==> src/common/oks_pkg.sv <==
// Purpose: Constants and types for the on-off-keying threshold slicer.
// Assumes: Strength and threshold are 8-bit codes of 0.5 dB per step.
// Notes: Byte offsets are word aligned on APB.
package oks_pkg;
  localparam logic [7:0] OFS_MAIN_MODE = 8'h00;
  localparam logic [7:0] OFS_SLICER_CFG = 8'h04;
  localparam logic [7:0] OFS_FIXED_THR = 8'h08;
  localparam logic [7:0] OFS_BIT_CYCLES = 8'h0c;
  localparam logic [7:0] OFS_CONTROL = 8'h10;
  localparam logic [7:0] OFS_STATUS = 8'h14;
  localparam logic [7:0] MAIN_MODE_RST = 8'h00;
  localparam logic [7:0] SLICER_CFG_RST = 8'h00;
  localparam logic [7:0] FIXED_THR_RST = 8'h00;
  localparam logic [15:0] BIT_CYCLES_RST = 16'h2000;
  localparam int THR_SRC_LSB = 2;
  localparam int CTRL_MANCH_BIT = 0;
  // 6 dB at 0.5 dB per code
  localparam logic [8:0] PEAK_MARGIN = 9'h00c;
  localparam int SUB_PER_CHIP_LOG2 = 4;
  localparam int AVG_FRAC = 9;

  typedef enum logic [1:0] {
    OKS_THR_FIXED = 2'b00,
    OKS_THR_PEAK = 2'b01,
    OKS_THR_AVG = 2'b10,
    OKS_THR_UNUSED = 2'b11
  } oks_thr_src_t;

  typedef struct packed {
    logic [2:0] step;
    logic [2:0] interval;
    logic [1:0] cutoff;
  } oks_slcfg_t;
endpackage : oks_pkg

==> src/verilog/oks_chip_timer.sv <==
// Purpose: Chip timing: sixteen sub-chip ticks and one chip tick per chip.
// Assumes: bit_cycles is clock cycles per bit, at least 32.
// Notes: Chip period is truncated to a multiple of 16 clocks; sub-chip period is one sixteenth of it.
`timescale 1ns/100ps
module oks_chip_timer
  import oks_pkg::*;
(
  // Clock and reset
  input wire logic clock,
  input wire logic rst_n,
  // Rate setup
  input wire logic [15:0] bit_cycles,
  input wire logic manchester,
  // Ticks
  output logic sub_tick,
  output logic chip_tick
);
  logic [15:0] chip_cycles;
  logic [11:0] sub_len;
  logic [11:0] div_cnt;
  logic [3:0] sub_cnt;
  logic [15:0] gap;
  logic [15:0] prev_cycles;
  logic rate_fresh;
  wire div_wrap = (div_cnt >= sub_len - 12'h001);
  wire sub_wrap = div_wrap && (sub_cnt == 4'hf);
  wire rate_changed = (chip_cycles != prev_cycles);

  assign chip_cycles = manchester ? {1'b0, bit_cycles[15:1]}
                       : bit_cycles;
  assign sub_len = (chip_cycles[15:4] == 12'h000) ? 12'h001
                   : chip_cycles[15:4];

  always_ff @(posedge clock or negedge rst_n) begin
    if (!rst_n) begin
      div_cnt <= 12'h000;
      sub_cnt <= 4'h0;
      sub_tick <= 1'b0;
      chip_tick <= 1'b0;
    end else begin
      div_cnt <= div_wrap ? 12'h000 : div_cnt + 12'h001;
      if (div_wrap) begin
        sub_cnt <= sub_cnt + 4'h1;
      end
      sub_tick <= div_wrap;
      chip_tick <= sub_wrap;
    end
  end

  // Cycles since the last chip tick; a rate change spoils one period
  always_ff @(posedge clock or negedge rst_n) begin
    if (!rst_n) begin
      gap <= 16'h0000;
      prev_cycles <= 16'h0000;
      rate_fresh <= 1'b1;
    end else begin
      gap <= chip_tick ? 16'h0001 : gap + 16'h0001;
      prev_cycles <= chip_cycles;
      // A change in the same cycle as a tick wins over the clear
      rate_fresh <= rate_changed || (rate_fresh && !chip_tick);
    end
  end

  chip_period_a: assert property (
    @(posedge clock) disable iff (!rst_n)
    chip_tick && !rate_fresh && !rate_changed
    |-> gap == {sub_len, 4'h0})
    else $error("chip period does not match the selected chip rate");
endmodule : oks_chip_timer

==> src/verilog/oks_slicer.sv <==
// Purpose: OOK data slicer with fixed, peak and average thresholds.
// Assumes: signal_strength is synchronous to clock, 0.5 dB per code.
// Notes: APB slave answers in the second access cycle.
`timescale 1ns/100ps
module oks_slicer
  import oks_pkg::*;
#(
  parameter logic [15:0] BIT_CYCLES_DEF = BIT_CYCLES_RST
) (
  // Clock and reset
  input wire logic clock,
  input wire logic rst_n,
  // APB slave
  input wire logic psel,
  input wire logic penable,
  input wire logic pwrite,
  input wire logic [7:0] paddr,
  input wire logic [31:0] pwdata,
  output logic pready,
  output logic [31:0] prdata,
  output logic pslverr,
  // Receive path
  input wire logic [7:0] signal_strength,
  output logic slice_data,
  output logic [7:0] threshold
);
  logic [7:0] main_mode_config;
  oks_slcfg_t ook_slicer_config;
  logic [7:0] fixed_thr;
  logic [15:0] bit_cycles;
  logic manchester;
  logic [7:0] peak_thr;
  logic [16:0] avg_acc;
  logic [7:0] decay_cnt;
  logic sub_tick;

  // APB decode
  wire acc = psel && penable;
  wire done = acc && pready;
  wire wr = done && pwrite;
  wire hit_main = (paddr == OFS_MAIN_MODE);
  wire hit_cfg = (paddr == OFS_SLICER_CFG);
  wire hit_fix = (paddr == OFS_FIXED_THR);
  wire hit_bit = (paddr == OFS_BIT_CYCLES);
  wire hit_ctl = (paddr == OFS_CONTROL);
  wire hit_sts = (paddr == OFS_STATUS);
  wire mapped = hit_main | hit_cfg | hit_fix | hit_bit | hit_ctl | hit_sts;
  wire [7:0] avg_thr = avg_acc[16:AVG_FRAC];
  wire [31:0] rd_mux =
    hit_main ? {24'h000000, main_mode_config} :
    hit_cfg ? {24'h000000, ook_slicer_config} :
    hit_fix ? {24'h000000, fixed_thr} :
    hit_bit ? {16'h0000, bit_cycles} :
    hit_ctl ? {31'h0, manchester} :
    hit_sts ? {8'h00, avg_thr, 7'h00, slice_data, threshold} :
    32'h00000000;

  always_ff @(posedge clock or negedge rst_n) begin
    if (!rst_n) begin
      pready <= 1'b0;
      prdata <= 32'h00000000;
      pslverr <= 1'b0;
    end else begin
      pready <= acc && !pready;
      prdata <= (acc && !pready && !pwrite) ? rd_mux : 32'h00000000;
      pslverr <= acc && !pready && !mapped;
    end
  end

  always_ff @(posedge clock or negedge rst_n) begin
    if (!rst_n) begin
      main_mode_config <= MAIN_MODE_RST;
      ook_slicer_config <= SLICER_CFG_RST;
      fixed_thr <= FIXED_THR_RST;
      bit_cycles <= BIT_CYCLES_DEF;
      manchester <= 1'b0;
    end else if (wr) begin
      if (hit_main) main_mode_config <= pwdata[7:0];
      if (hit_cfg) ook_slicer_config <= pwdata[7:0];
      if (hit_fix) fixed_thr <= pwdata[7:0];
      if (hit_bit) bit_cycles <= pwdata[15:0];
      if (hit_ctl) manchester <= pwdata[CTRL_MANCH_BIT];
    end
  end

  oks_chip_timer oks_chip_timer_inst (
    .clock(clock),
    .rst_n(rst_n),
    .bit_cycles(bit_cycles),
    .manchester(manchester),
    .sub_tick(sub_tick),
    .chip_tick()
  );

  // Threshold source
  wire [1:0] src = main_mode_config[THR_SRC_LSB +: 2];
  wire peak_mode = (src == OKS_THR_PEAK);
  // Unused code falls back to fixed so the slicer never floats
  wire [7:0] active_thr = (src == OKS_THR_PEAK) ? peak_thr :
                          (src == OKS_THR_AVG) ? avg_thr : fixed_thr;

  // Decay step in 0.5 dB codes
  wire [7:0] step_codes =
    (ook_slicer_config.step == 3'h0) ? 8'h01 :
    (ook_slicer_config.step == 3'h1) ? 8'h02 :
    (ook_slicer_config.step == 3'h2) ? 8'h03 :
    (ook_slicer_config.step == 3'h3) ? 8'h04 :
    (ook_slicer_config.step == 3'h4) ? 8'h06 :
    (ook_slicer_config.step == 3'h5) ? 8'h08 :
    (ook_slicer_config.step == 3'h6) ? 8'h0a : 8'h0c;

  // Decay interval in sub-chip ticks (16 per chip)
  wire [2:0] ivl = ook_slicer_config.interval;
  wire [7:0] ivl_len = ivl[2] ? (8'h10 >> ivl[1:0]) >> 1
                              : 8'h10 << ivl[1:0];

  wire peak_hit = peak_mode &&
    ({1'b0, signal_strength} >= {1'b0, peak_thr} + PEAK_MARGIN);
  wire decay_fire = sub_tick && (decay_cnt >= ivl_len - 8'h01);
  wire [7:0] decayed = (peak_thr > step_codes) ?
                       peak_thr - step_codes : 8'h00;

  always_ff @(posedge clock or negedge rst_n) begin
    if (!rst_n) begin
      peak_thr <= 8'h00;
      decay_cnt <= 8'h00;
    end else if (peak_hit) begin
      peak_thr <= signal_strength - PEAK_MARGIN[7:0];
      decay_cnt <= 8'h00;
    end else if (decay_fire) begin
      peak_thr <= decayed;
      decay_cnt <= 8'h00;
    end else if (sub_tick) begin
      decay_cnt <= decay_cnt + 8'h01;
    end
  end

  // Average filter: one-pole low-pass, time constant in chips
  wire [3:0] avg_shift = (ook_slicer_config.cutoff == 2'h0) ? 4'h8 :
                         (ook_slicer_config.cutoff == 2'h1) ? 4'h6 :
                         (ook_slicer_config.cutoff == 2'h2) ? 4'h5 : 4'h4;
  wire signed [17:0] avg_err = $signed({1'b0, signal_strength, 9'h000})
                               - $signed({1'b0, avg_acc});
  wire signed [17:0] avg_adj = avg_err >>> avg_shift;
  wire [17:0] avg_sum = {1'b0, avg_acc} + avg_adj;

  always_ff @(posedge clock or negedge rst_n) begin
    if (!rst_n) begin
      avg_acc <= 17'h00000;
    end else if (sub_tick) begin
      avg_acc <= avg_sum[16:0];
    end
  end

  always_ff @(posedge clock or negedge rst_n) begin
    if (!rst_n) begin
      slice_data <= 1'b0;
      threshold <= 8'h00;
    end else begin
      slice_data <= signal_strength > active_thr;
      threshold <= active_thr;
    end
  end

  peak_load_a: assert property (
    @(posedge clock) disable iff (!rst_n)
    peak_hit |=> peak_thr == $past(signal_strength) - PEAK_MARGIN[7:0])
    else $error("peak capture loaded a wrong threshold");
  decay_step_a: assert property (
    @(posedge clock) disable iff (!rst_n)
    decay_fire && !peak_hit && peak_thr > step_codes
    |=> peak_thr == $past(peak_thr) - $past(step_codes))
    else $error("decay did not lower threshold by the step");
  step_code_a: assert property (
    @(posedge clock) disable iff (!rst_n)
    ook_slicer_config.step == 3'h7 |-> step_codes == 8'h0c)
    else $error("largest decay step is not 6 dB");
  interval_a: assert property (
    @(posedge clock) disable iff (!rst_n)
    ivl == 3'h3 && sub_tick && !peak_hit && decay_cnt < 8'h7f
    |=> peak_thr == $past(peak_thr))
    else $error("decay fired before eight chips elapsed");
  fast_decay_a: assert property (
    @(posedge clock) disable iff (!rst_n)
    ivl == 3'h7 && sub_tick && !peak_hit && peak_thr != 8'h00
    |=> peak_thr < $past(peak_thr))
    else $error("decay missed a sub-chip tick at sixteen per chip");
  reset_cfg_a: assert property (
    @(posedge clock)
    $rose(rst_n) |-> ook_slicer_config == 8'h00)
    else $error("slicer config not at reset value");
  slice_cmp_a: assert property (
    @(posedge clock) disable iff (!rst_n)
    ##1 slice_data == ($past(signal_strength) > $past(active_thr)))
    else $error("slice output disagrees with threshold compare");
  mode_sel_a: assert property (
    @(posedge clock) disable iff (!rst_n)
    src == 2'b10 |=> threshold == $past(avg_thr))
    else $error("average threshold not selected");
  unused_sel_a: assert property (
    @(posedge clock) disable iff (!rst_n)
    src == 2'b11 |=> threshold == $past(fixed_thr))
    else $error("unused source code did not fall back to fixed");
  restart_a: assert property (
    @(posedge clock) disable iff (!rst_n)
    peak_hit |=> decay_cnt == 8'h00)
    else $error("peak capture did not restart decay timer");
  floor_a: assert property (
    @(posedge clock) disable iff (!rst_n)
    decay_fire && !peak_hit && peak_thr <= step_codes
    |=> peak_thr == 8'h00)
    else $error("decay went below zero");
  // Bus answers after exactly one wait cycle
  apb_wait_a: assert property (
    @(posedge clock) disable iff (!rst_n)
    psel && penable && !pready |=> pready)
    else $error("bus access got no answer after one wait");
  unmapped_err_a: assert property (
    @(posedge clock) disable iff (!rst_n)
    psel && penable && !pready && !mapped |=> pslverr)
    else $error("unmapped access did not raise the error flag");
endmodule : oks_slicer

==> config.mk <==
export PLATFORM = sky130hd
export DESIGN_NAME = oks_slicer
export DESIGN_NICKNAME = d
export VERILOG_FILES = /design/src/common/oks_pkg.sv /design/src/verilog/oks_chip_timer.sv /design/src/verilog/oks_slicer.sv
export SDC_FILE = /design/constraint.sdc
export NUM_CORES = 1
export LEC_CHECK = 0
export BUFFER_PORTS_ARGS = -buffer_cell sky130_fd_sc_hd__buf_2
export CORE_MARGIN = 10
export CORE_UTILIZATION = 30
export CTS_CLUSTER_DIAMETER = 30
export DETAILED_ROUTE_END_ITERATION = 10
export SLEW_MARGIN = 20
export SYNTH_ARGS = -nofsm -noshare
export SYNTH_HDL_FRONTEND = slang
export SYNTH_HIERARCHICAL = 1
export SYNTH_SLANG_ARGS = --single-unit
==> constraint.sdc <==
create_clock -name clock -period 5.65 [get_ports clock]
set_clock_uncertainty 0.2 [all_clocks]
set_input_delay 0.2825 -clock clock [delete_from_list [all_inputs] [get_ports clock]]
set_output_delay 0.2825 -clock clock [all_outputs]
set_load 0.02 [all_outputs]
==> impl_results.md, run 1 <==
- Final setup TNS: 0 ps
- Warnings, synthesis: 6
- Most frequent cells in the layout: dfrtp_1 (121), ha_1 (73), nand2_1 (72)
- Post-CTS Hold Buffers: 17
- Register-to-Register Path Depth: 17
- Final setup violation count: 0
- Hold depth: 2
- Fin nets: 1099
- Initial antenna violation count: 3
- Leakage: 4.73 nW
- CTS Buffer Depth: 2
- Critical path class: reg2reg
- Starting density of the core: 30.7%
- RSZ-0062 raised after global routing: false
- Worst R2R Setup Slack: around 1000 ps
- FMAX: 215 MHz
- Drt pass-1 iters: 4
- Die width: 189 um
- CP max stage delay: approximately 480 ps
- Hold EP: fixed_thr[6]$_DFFE_PN0P_
- CTS resizes: 0
- Setup bufs post-CTS: 0
- H-tree depth: 4
- Die Y: ~190 um
- Syn Area/Cell: 9.64 sq um
- Vias: 6793
- Most common cell after layout, fill and taps aside: dfrtp_1
- Capture point of the worst reg-to-reg path: avg_acc[16]$_DFFE_PN0P_
- Row count: 61
- WL/cell: 16.2 um
- Pin count of the biggest net entering global routing: 75
- Hold WC Path Type: in2reg
- CTS tree: yes
- Share of cells above drive strength 1: 19.4%
- Max_cap viols: 0
- Post-Syn Instances: 891
- Area growth syn-to-layout: 17.3%
- Status: finished, final reports clean
- Critical path capture point type: flop
- Number of buffers created by CTS: 17
- Clock sinks: 122
- Total power: 4.67 mW
- Total GRT Usage: 12.2%
- Grt ovf: 0
- Crit path max fanout: 5
- Final min period: 4660 ps
- Final period utilization: 82.4%
- Final Hold Fails: 0
- Die area: about 36000 sq um
- Hold Startpoint: pwdata[6]
- Vias in the first global route: 6617
- Peak VDD IR: 0.000473 V
- HPWL after detailed placement: 16600 um
- Vias per Instance: 4.98
- Worst endpoint data arrival time: 4760 ps
- PwrDens: around 460 nW/um^2
- Post-Syn Area: 8590 sq um
- Max Slew Vio Count: 0
- Critical Path RT: approximately 5800 ps
- Critical Path Source Type: flop
- Worst Max-Slew Pin Slew: 972 ps
- Post-route ant nets: 0
- Reg2reg start: avg_acc[11]$_DFFE_PN0P_
- Max transition margin: 35.2%
- Number of port buffers: just over 70
- Cell breakdown of the critical path: inv_1 > ha_1 > a21o_1 > a311oi_1 > a21oi_1 > a21o_1 > a211oi_1 > nor2_1 > mux4_2 > ha_1 > nand4_1 > a211oi_1 > o211ai_1 > a41oi_1 > xor2_1 > nand2_1 > xnor2_1
- CP max-delay cell: mux4_2
- Iter 0 DRT Violations: 292
- Clock transition at the registers of the reported paths: around 60 ps
- CTS root buffer: clkbuf_16
- I/O pin cnt: 96
- Clock Latency Late Sink: 420 ps
- DRC viols: 0
- Layout filler cell count: 2842
- Placeable core area: 28000 sq um
- Routed wire length: 22100 um
- GP Congestion: 0.822
- Global-route wire length before repair: 35500 um
[where the power goes]
group          switching, mW  total (mW)  internal (mW)
Sequential             0.200        1.22           1.02
Clock                  0.407        1.14          0.736
Combinational           1.26        2.31           1.04
Total                   1.87        4.67           2.80
[sequential cells by signal (all words and copies together) (netlist names), 3 cells and up]
register / count
avg_acc: 17
decay_cnt: 8
oks_chip_timer_inst/div_cnt: 12
threshold: 8
fixed_thr: 8
peak_thr: 8
prdata: 24
bit_cycles: 16
main_mode_config: 8
ivl: 3
ook_slicer_config: 5
[through the flow]
stage | std cells | hold slack (ps) | util [%] | instance area (sq um) | worst slack [ps]
2_1_floorplan | 898 | -213 | - | 8610 | 1560
3_3_place_gp | 1313 | 283 | 33.2 | 9290 | 1040
3_5_place_dp | 1313 | 290 | 33.2 | 9290 | 1020
4_1_cts | 1362 | 10.0 | 35.9 | 10100 | 977
5_1_grt | 1363 | 7.25 | 36.0 | 10100 | 666
6_report | 1365 | 19.8 | 36.0 | 10100 | 994
[worst max-delay path: cells and delay by family, from the launching register on]
kind	cells	cell delay (ps)
AO/OA/AOI/OAI	8	1920
XOR/XNOR	2	300
adder cells (fa/ha/maj)	2	720
buffers and inverters	1	80
flip-flops	1	410
multiplexers	1	480
AND/OR/NAND/NOR	3	430
[layer usage]
metal,part of all wire [%],vias to the layer above,GRT usage [%],routed length (um)
met5,0,-,0,0
met4,1.1,0,2.56,250
met3,4.7,21,3.49,1030
met2,47,105,20.1,10500
met1,47,3280,15.5,10400
li1,-,3387,-,-
[final cells by class]
| class | count | area [sq um] | area share, % |
|---|---|---|---|
| Clock buffer | 20 | 437 | 4.33 |
| Multi-Input combinational cell | 691 | 5190 | 51.5 |
| Inverter | 44 | 165 | 1.64 |
| Timing Repair Buffer | 95 | 581 | 5.76 |
| Clock inverter | 12 | 173 | 1.71 |
| Antenna cell | 3 | 7.51 | 0.0745 |
| Sequential cell | 122 | 3050 | 30.3 |
| Tap cell | 378 | 473 | 4.69 |
[how the worst max path moves through the flow]
stage                                        from                 endpoint  slack [ps]  cells after the start
after floorplan           avg_acc[11]$_DFFE_PN0P_  avg_acc[16]$_DFFE_PN0P_        1560                     17
after global placement    avg_acc[11]$_DFFE_PN0P_  avg_acc[16]$_DFFE_PN0P_        1040                     17
after detailed placement  avg_acc[11]$_DFFE_PN0P_  avg_acc[16]$_DFFE_PN0P_        1020                     17
after CTS                 avg_acc[11]$_DFFE_PN0P_  avg_acc[16]$_DFFE_PN0P_         980                     17
after global routing      avg_acc[11]$_DFFE_PN0P_  avg_acc[16]$_DFFE_PN0P_         670                     17
final                     avg_acc[11]$_DFFE_PN0P_  avg_acc[16]$_DFFE_PN0P_         990                     17
Note: power is estimated with default switching activity, not from simulation.
==> run 2: changes to the inputs <==
ABC_AREA = 1   (was unset)
clock period = 4.75 ns   (was 5.65 ns; I/O delays follow)
==> run 2 against run 1 <==
Against the previous run: non-clock buffer count unchanged; register-to-register slack got worse by 50 ps; critical path depth increased by 1; fmax increased by 22%; global-route usage increased by 1.4 points; clock power increased by 19%; flip-flop and latch count unchanged; combinational power increased by 32%; largest power group unchanged.
==> impl_results.md, run 2 <==
- GP Congestion: 0.934
- Die area: between 30000 and 40000 sq um
- CTS root buffer: clkbuf_16
- Status: finished, final reports clean
- Critical path capture point type: flop
- Leakage: 5.29 nW
- DRC viols: 0
- Worst R2R Setup Slack: 950 ps
- Drt pass-1 iters: 9
- Met1 Routed Length: approximately 12000 um
- Final period utilization: 80.0%
- CTS tree: yes
- Peak VDD IR: 0.000373 V
- Final setup TNS: 0 ps
- Placeable core area: around 30000 sq um
- Syn Area/Cell: 7.23 sq um
- Cell breakdown of the critical path: inv_6 > nand2_1 > nand2_1 > nand2_1 > nor2_2 > nand3_4 > and2_1 > ha_1 > inv_1 > nor2_1 > nand2_1 > xor2_1 > ha_1 > nand4_1 > nor3_1 > nand2_1 > nand3_2 > nor2_1
- Largest register by flop count: prdata
- FMAX: between 200 and 300 MHz
- Max Slew Vio Count: 0
- Number of buffers created by CTS: 17
- Critical Path Source Type: flop
- CP max stage delay: 970 ps
- Final min period: 3800 ps
- Routed wl met2: approximately 11000 um
- Fin nets: 1466
- CTS Buffer Depth: 2
- I/O pin cnt: 96
- Die Y: 194 um
- Vias: about 8500
- CTS resizes: 0
- Hold depth: 4
- Most common cell after layout, fill and taps aside: nand2_1
- Uppermost layer routed: met5
- Largest regs: prdata x24, avg_acc x17, bit_cycles x16
- Row count: 63
- PwrDens: 549 nW/um^2
- Clock sinks: between 100 and 150
- Max reg flops: 24
- RSZ-0062 raised after global routing: false
- H-tree depth: 4
- Worst path most repeated cell: nand2_1
- Reg2reg start: manchester$_DFFE_PN0P_
- CP max-delay cell: dfrtp_1
- Register-to-Register Path Depth: 18
- Met3 Routed Length: ~1500 um
- Post-Syn Instances: 1252
- Worst Max-Slew Pin Slew: 967 ps
- Clock transition at the registers of the reported paths: 60 ps
- Routed wire length: 25600 um
- Grt ovf: 0
- Clock Latency Late Sink: around 420 ps
- Most frequent cells in the layout: nand2_1 (350), dfrtp_1 (121), nor2_1 (116)
- Max_cap viols: 0
- Global-route wire length before repair: ~42000 um
- Pin count of the biggest net entering global routing: 67
- Post-Syn Area: between 9000 and 10000 sq um
- Starting density of the core: 30.5%
- Area growth syn-to-layout: 16.5%
- Setup bufs post-CTS: 0
- Worst endpoint data arrival time: 3900 ps
- Warnings, synthesis: 6
- Initial antenna violation count: 4
- Critical Path RT: 4850 ps
- Die width: 194 um
- Hold WC Path Type: in2reg
- Total GRT Usage: 13.5%
- WL/cell: 14.7 um
- Crit path max fanout: 30
- Number of port buffers: 71
- HPWL after detailed placement: 19500 um
- Post-route ant nets: 0
- Final Hold Fails: 0
- Max transition margin: 35.5%
- Capture point of the worst reg-to-reg path: oks_chip_timer_inst/div_cnt[10]$_DFF_PN0_
- Vias per Instance: 4.86
- Share of cells above drive strength 1: 12.1%
- Iter 0 DRT Violations: 496
- Final setup violation count: 0
- Total power: a little under 6 mW
- Hold EP: peak_thr[2]$_DFFE_PN0P_
- Vias in the first global route: 8175
- Critical path class: reg2reg
- Hold Startpoint: signal_strength[2]
run 2: critical path, delay by kind of cell, from the launching register on:
kind | cells | cell delay, ps
XOR/XNOR | 1 | 150
adder cells (fa/ha/maj) | 2 | 480
buffers and inverters | 2 | 210
flip-flops | 1 | 970
AND/OR/NAND/NOR | 13 | 1670
run 2: how the worst max path moves through the flow:
stage	from	cells after the start	end	slack (ps)
3_3_place_gp	manchester$_DFFE_PN0P_	18	oks_chip_timer_inst/div_cnt[10]$_DFF_PN0_	990
5_1_grt	manchester$_DFFE_PN0P_	18	oks_chip_timer_inst/div_cnt[3]$_DFF_PN0_	520
2_1_floorplan	avg_acc[10]$_DFFE_PN0P_	20	avg_acc[9]$_DFFE_PN0P_	1760
6_report	manchester$_DFFE_PN0P_	18	oks_chip_timer_inst/div_cnt[10]$_DFF_PN0_	950
3_5_place_dp	manchester$_DFFE_PN0P_	18	oks_chip_timer_inst/div_cnt[11]$_DFF_PN0_	960
4_1_cts	manchester$_DFFE_PN0P_	18	oks_chip_timer_inst/div_cnt[10]$_DFF_PN0_	920
run 2: through the flow:
step / instances / cell area, sq um / setup slack (ps) / hold slack, ps / util [%]
6_report: 1744 / 10500 / 949 / 54.6 / 35.5
5_1_grt: 1743 / 10500 / 524 / 61.6 / 35.5
4_1_cts: 1741 / 10500 / 917 / 33.3 / 35.5
3_5_place_dp: 1689 / 9730 / 959 / 93.6 / 32.7
3_3_place_gp: 1689 / 9730 / 995 / 96.0 / 32.7
2_1_floorplan: 1259 / 9080 / 1760 / -258 / -
run 2: routing by layer:
layer	global-route usage, %	up-vias
met5	0	-
met4	3.52	2
met3	3.51	26
met2	21.5	212
met1	17.8	3944
li1	-	4295
run 2: layout make-up:
class	instances	area [sq um]
Multi-Input combinational cell	967	5280
Sequential cell	122	3050
Clock buffer	19	443
Clock inverter	13	166
Antenna cell	3	7.51
Fill cell	3165	19200
Timing Repair Buffer	95	592
Tap cell	390	488
Inverter	135	512
run 2: what timing repair did:
item | 4_1_cts | 5_1_grt
hold buffers | 20 | 0
hold endpoints to repair | 108 | 0
setup endpoints to repair | 0 | 0
run 2: power by group:
part           switching [mW]  internal, mW  leakage, nW
clock network           0.512         0.843        0.290
logic                    1.94          1.11         3.36
registers               0.185          1.20         1.64
total                    2.64          3.15         5.29
==> run 3: changes to the inputs <==
clock period = 3.81 ns   (was 4.75 ns; I/O delays follow)
==> run 3 against run 2 <==
Against the previous run: count of clock-buffer cells in the layout unchanged; critical path type is now in2reg; wire length increased by 1.5%; critical path depth increased by 4; final cell count increased by 0.52%; total power increased by 24%; clock power increased by 19%; via count about the same; design area increased by 0.68%; first-iteration DRC count decreased by 5.8%; sequential share of layout area decreased by 0.18 points; non-clock buffer count increased by 9.
==> impl_results.md, run 3 (same netlist as run 2, synthesis figures left out) <==
- Status: finished, final reports clean
- Clock sinks: 122
- Starting density of the core: 30.5%
- Post-route ant nets: 0
- Critical path capture point type: flop
- Critical path class: in2reg
- Worst Max-Slew Pin Slew: 912 ps
- Most frequent cells in the layout: nand2_1 (349), dfrtp_1 (120), nor2_1 (116)
- Global-route wire length before repair: 43200 um
- CTS tree: yes
- Max transition margin: 39.2%
- Routed wire length: 26000 um
- RSZ-0062 raised after global routing: false
- Leakage: 5.32 nW
- WL/cell: 14.8 um
- Worst path most repeated cell: nand2_1
- Crit path max fanout: 6
- Critical Path Source Type: primary input
- Hold WC Path Type: in2reg
- Most common cell after layout, fill and taps aside: nand2_1
- Total GRT Usage: 13.9%
- WHS: 40.1 ps
- CP max-delay cell: dlygate4sd3_1
- Peak VDD IR: 0.000546 V
- Final setup violation count: 0
- Die Y: 194 um
- Fin nets: between 1000 and 1500
- Grt ovf: 0
- Setup bufs post-CTS: 0
- PwrDens: about 680 nW/um^2
- Die area: 37500 sq um
- Vias per Instance: between 4 and 5
- Sequential Area: 3060 sq um
- Final period utilization: roughly nine tenths
- Final setup TNS: 0 ps
- Drt pass-1 iters: 6
- Cell breakdown of the critical path: dlygate4sd3_1 > buf_2 > ha_1 > inv_1 > nor3_1 > nand2_1 > nand2_1 > nand2_1 > nand2_1 > nand2_1 > nand2_1 > nand2_1 > o21ai_1 > nand2_1 > ha_1 > a21oi_1 > o21ai_1 > a21oi_1 > nand2_1 > or2_1 > nand3_1 > o21ai_1
- Final Hold Fails: 0
- Iter 0 DRT Violations: 467
- Largest regs: prdata x24, avg_acc x17, bit_cycles x16
- Critical Path RT: 3920 ps
- Vias in the first global route: 8368
- DRC viols: 0
- Vias: 8475
- CTS Buffer Depth: 2
- Row count: 63
- Worst R2R Setup Slack: around 350 ps
- CP top delay family: simple AND/OR/NAND/NOR gates
- Multi-input logic area: 5320 sq um
- Placeable core area: 29700 sq um
- CP max stage delay: 520 ps
- H-tree depth: 4
- Clock Latency Late Sink: 430 ps
- Layout filler cell count: 3164
- Initial antenna violation count: 5
- Final min period: between 3000 and 4000 ps
- Max reg flops: 24
- Number of buffers created by CTS: 17
- CTS root buffer: clkbuf_16
- HPWL after detailed placement: 19700 um
- FMAX: about 290 MHz
- Max_cap viols: 0
- Die width: 194 um
- Share of cells above drive strength 1: 13.1%
- Pin count of the biggest net entering global routing: 97
- Bufs and invs on worst path: 3
- I/O pin cnt: 96
- Area growth syn-to-layout: 17.3%
- GP Congestion: 0.902
- Largest register by flop count: prdata
- Worst endpoint data arrival time: 3590 ps
- Number of port buffers: 71
- Clock transition at the registers of the reported paths: 60 ps
- Max Slew Vio Count: 0
## run 3: cell count changes in the layout (fill, tap and decap cells not counted), moves of 2 or more
| cell | previous run | this run |
|---|---|---|
| ha_1 | 73 | 71 |
| nor3_1 | 9 | 7 |
| nor3_2 | 0 | 2 |
| buf_4 | 4 | 12 |
## run 3: worst reg2reg max path, delay by kind of cell, from the launching register on
kind	cells	cell delay, ps
buffers and inverters	1	130
adders and majority gates	2	670
AOI/OAI and AO/OA	5	610
and+or+nand+nor	13	1340
DFF	1	400
## run 3: path summary, 6_finish.rpt
check | start | to | cells after the start
max in group asynchronous | rst_n | prdata[16]$_DFF_PN0_ | 3
hold / removal | paddr[2] | prdata[8]$_DFF_PN0_ | 5
min in group asynchronous | rst_n | pready$_DFF_PN0_ | 2
setup / recovery | signal_strength[2] | avg_acc[9]$_DFFE_PN0P_ | 22
setup reg to reg | avg_acc[9]$_DFFE_PN0P_ | avg_acc[9]$_DFFE_PN0P_ | 21
hold reg to reg | oks_chip_timer_inst/div_cnt[0]$_DFF_PN0_ | oks_chip_timer_inst/div_cnt[0]$_DFF_PN0_ | 1
## run 3: area by class of cell
| class | count | share of cell area [%] |
|---|---|---|
| multi-input cells | 967 | 50.1 |
| flip-flops and latches | 122 | 28.8 |
| repair buffers | 104 | 6.23 |
| inverters | 135 | 4.82 |
| well taps | 390 | 4.60 |
| clock buffers | 19 | 4.08 |
| clock inverters | 13 | 1.37 |
| diodes | 3 | 0.0707 |
## run 3: layer usage
layer | global-route usage, % | wire, um | vias to the layer above
met4 | 3.69 | 299 | 4
met1 | 18.2 | 12300 | 3930
li1 | - | - | 4314
met5 | 0 | 32 | -
met3 | 3.65 | 1650 | 21
met2 | 22.0 | 11700 | 206
## run 3: metrics by stage
stage | util [%] | instances | setup slack [ps] | power (mW) | cell area [sq um]
6_report | 35.7 | 1753 | 334 | 7.19 | 10600
5_1_grt | 35.7 | 1751 | 8.62 | 7.88 | 10600
4_1_cts | 35.6 | 1750 | 121 | 7.19 | 10600
3_5_place_dp | 32.9 | 1697 | 201 | 5.51 | 9790
3_3_place_gp | 32.9 | 1697 | 283 | 5.47 | 9790
2_1_floorplan | - | 1259 | 819 | 4.65 | 9080
## run 3: where the power goes
group | internal, mW | total [mW] | switching, mW
clock | 0.968 | 1.62 | 0.648
combinational | 1.41 | 3.82 | 2.41
sequential | 1.49 | 1.76 | 0.264
## run 3: repair_timing
item | in CTS | in global routing
endpoints found under the hold margin | 144 | 0
hold buffers | 21 | 0
gates resized for setup | 0 | 7
endpoints found under the setup margin | 0 | 17
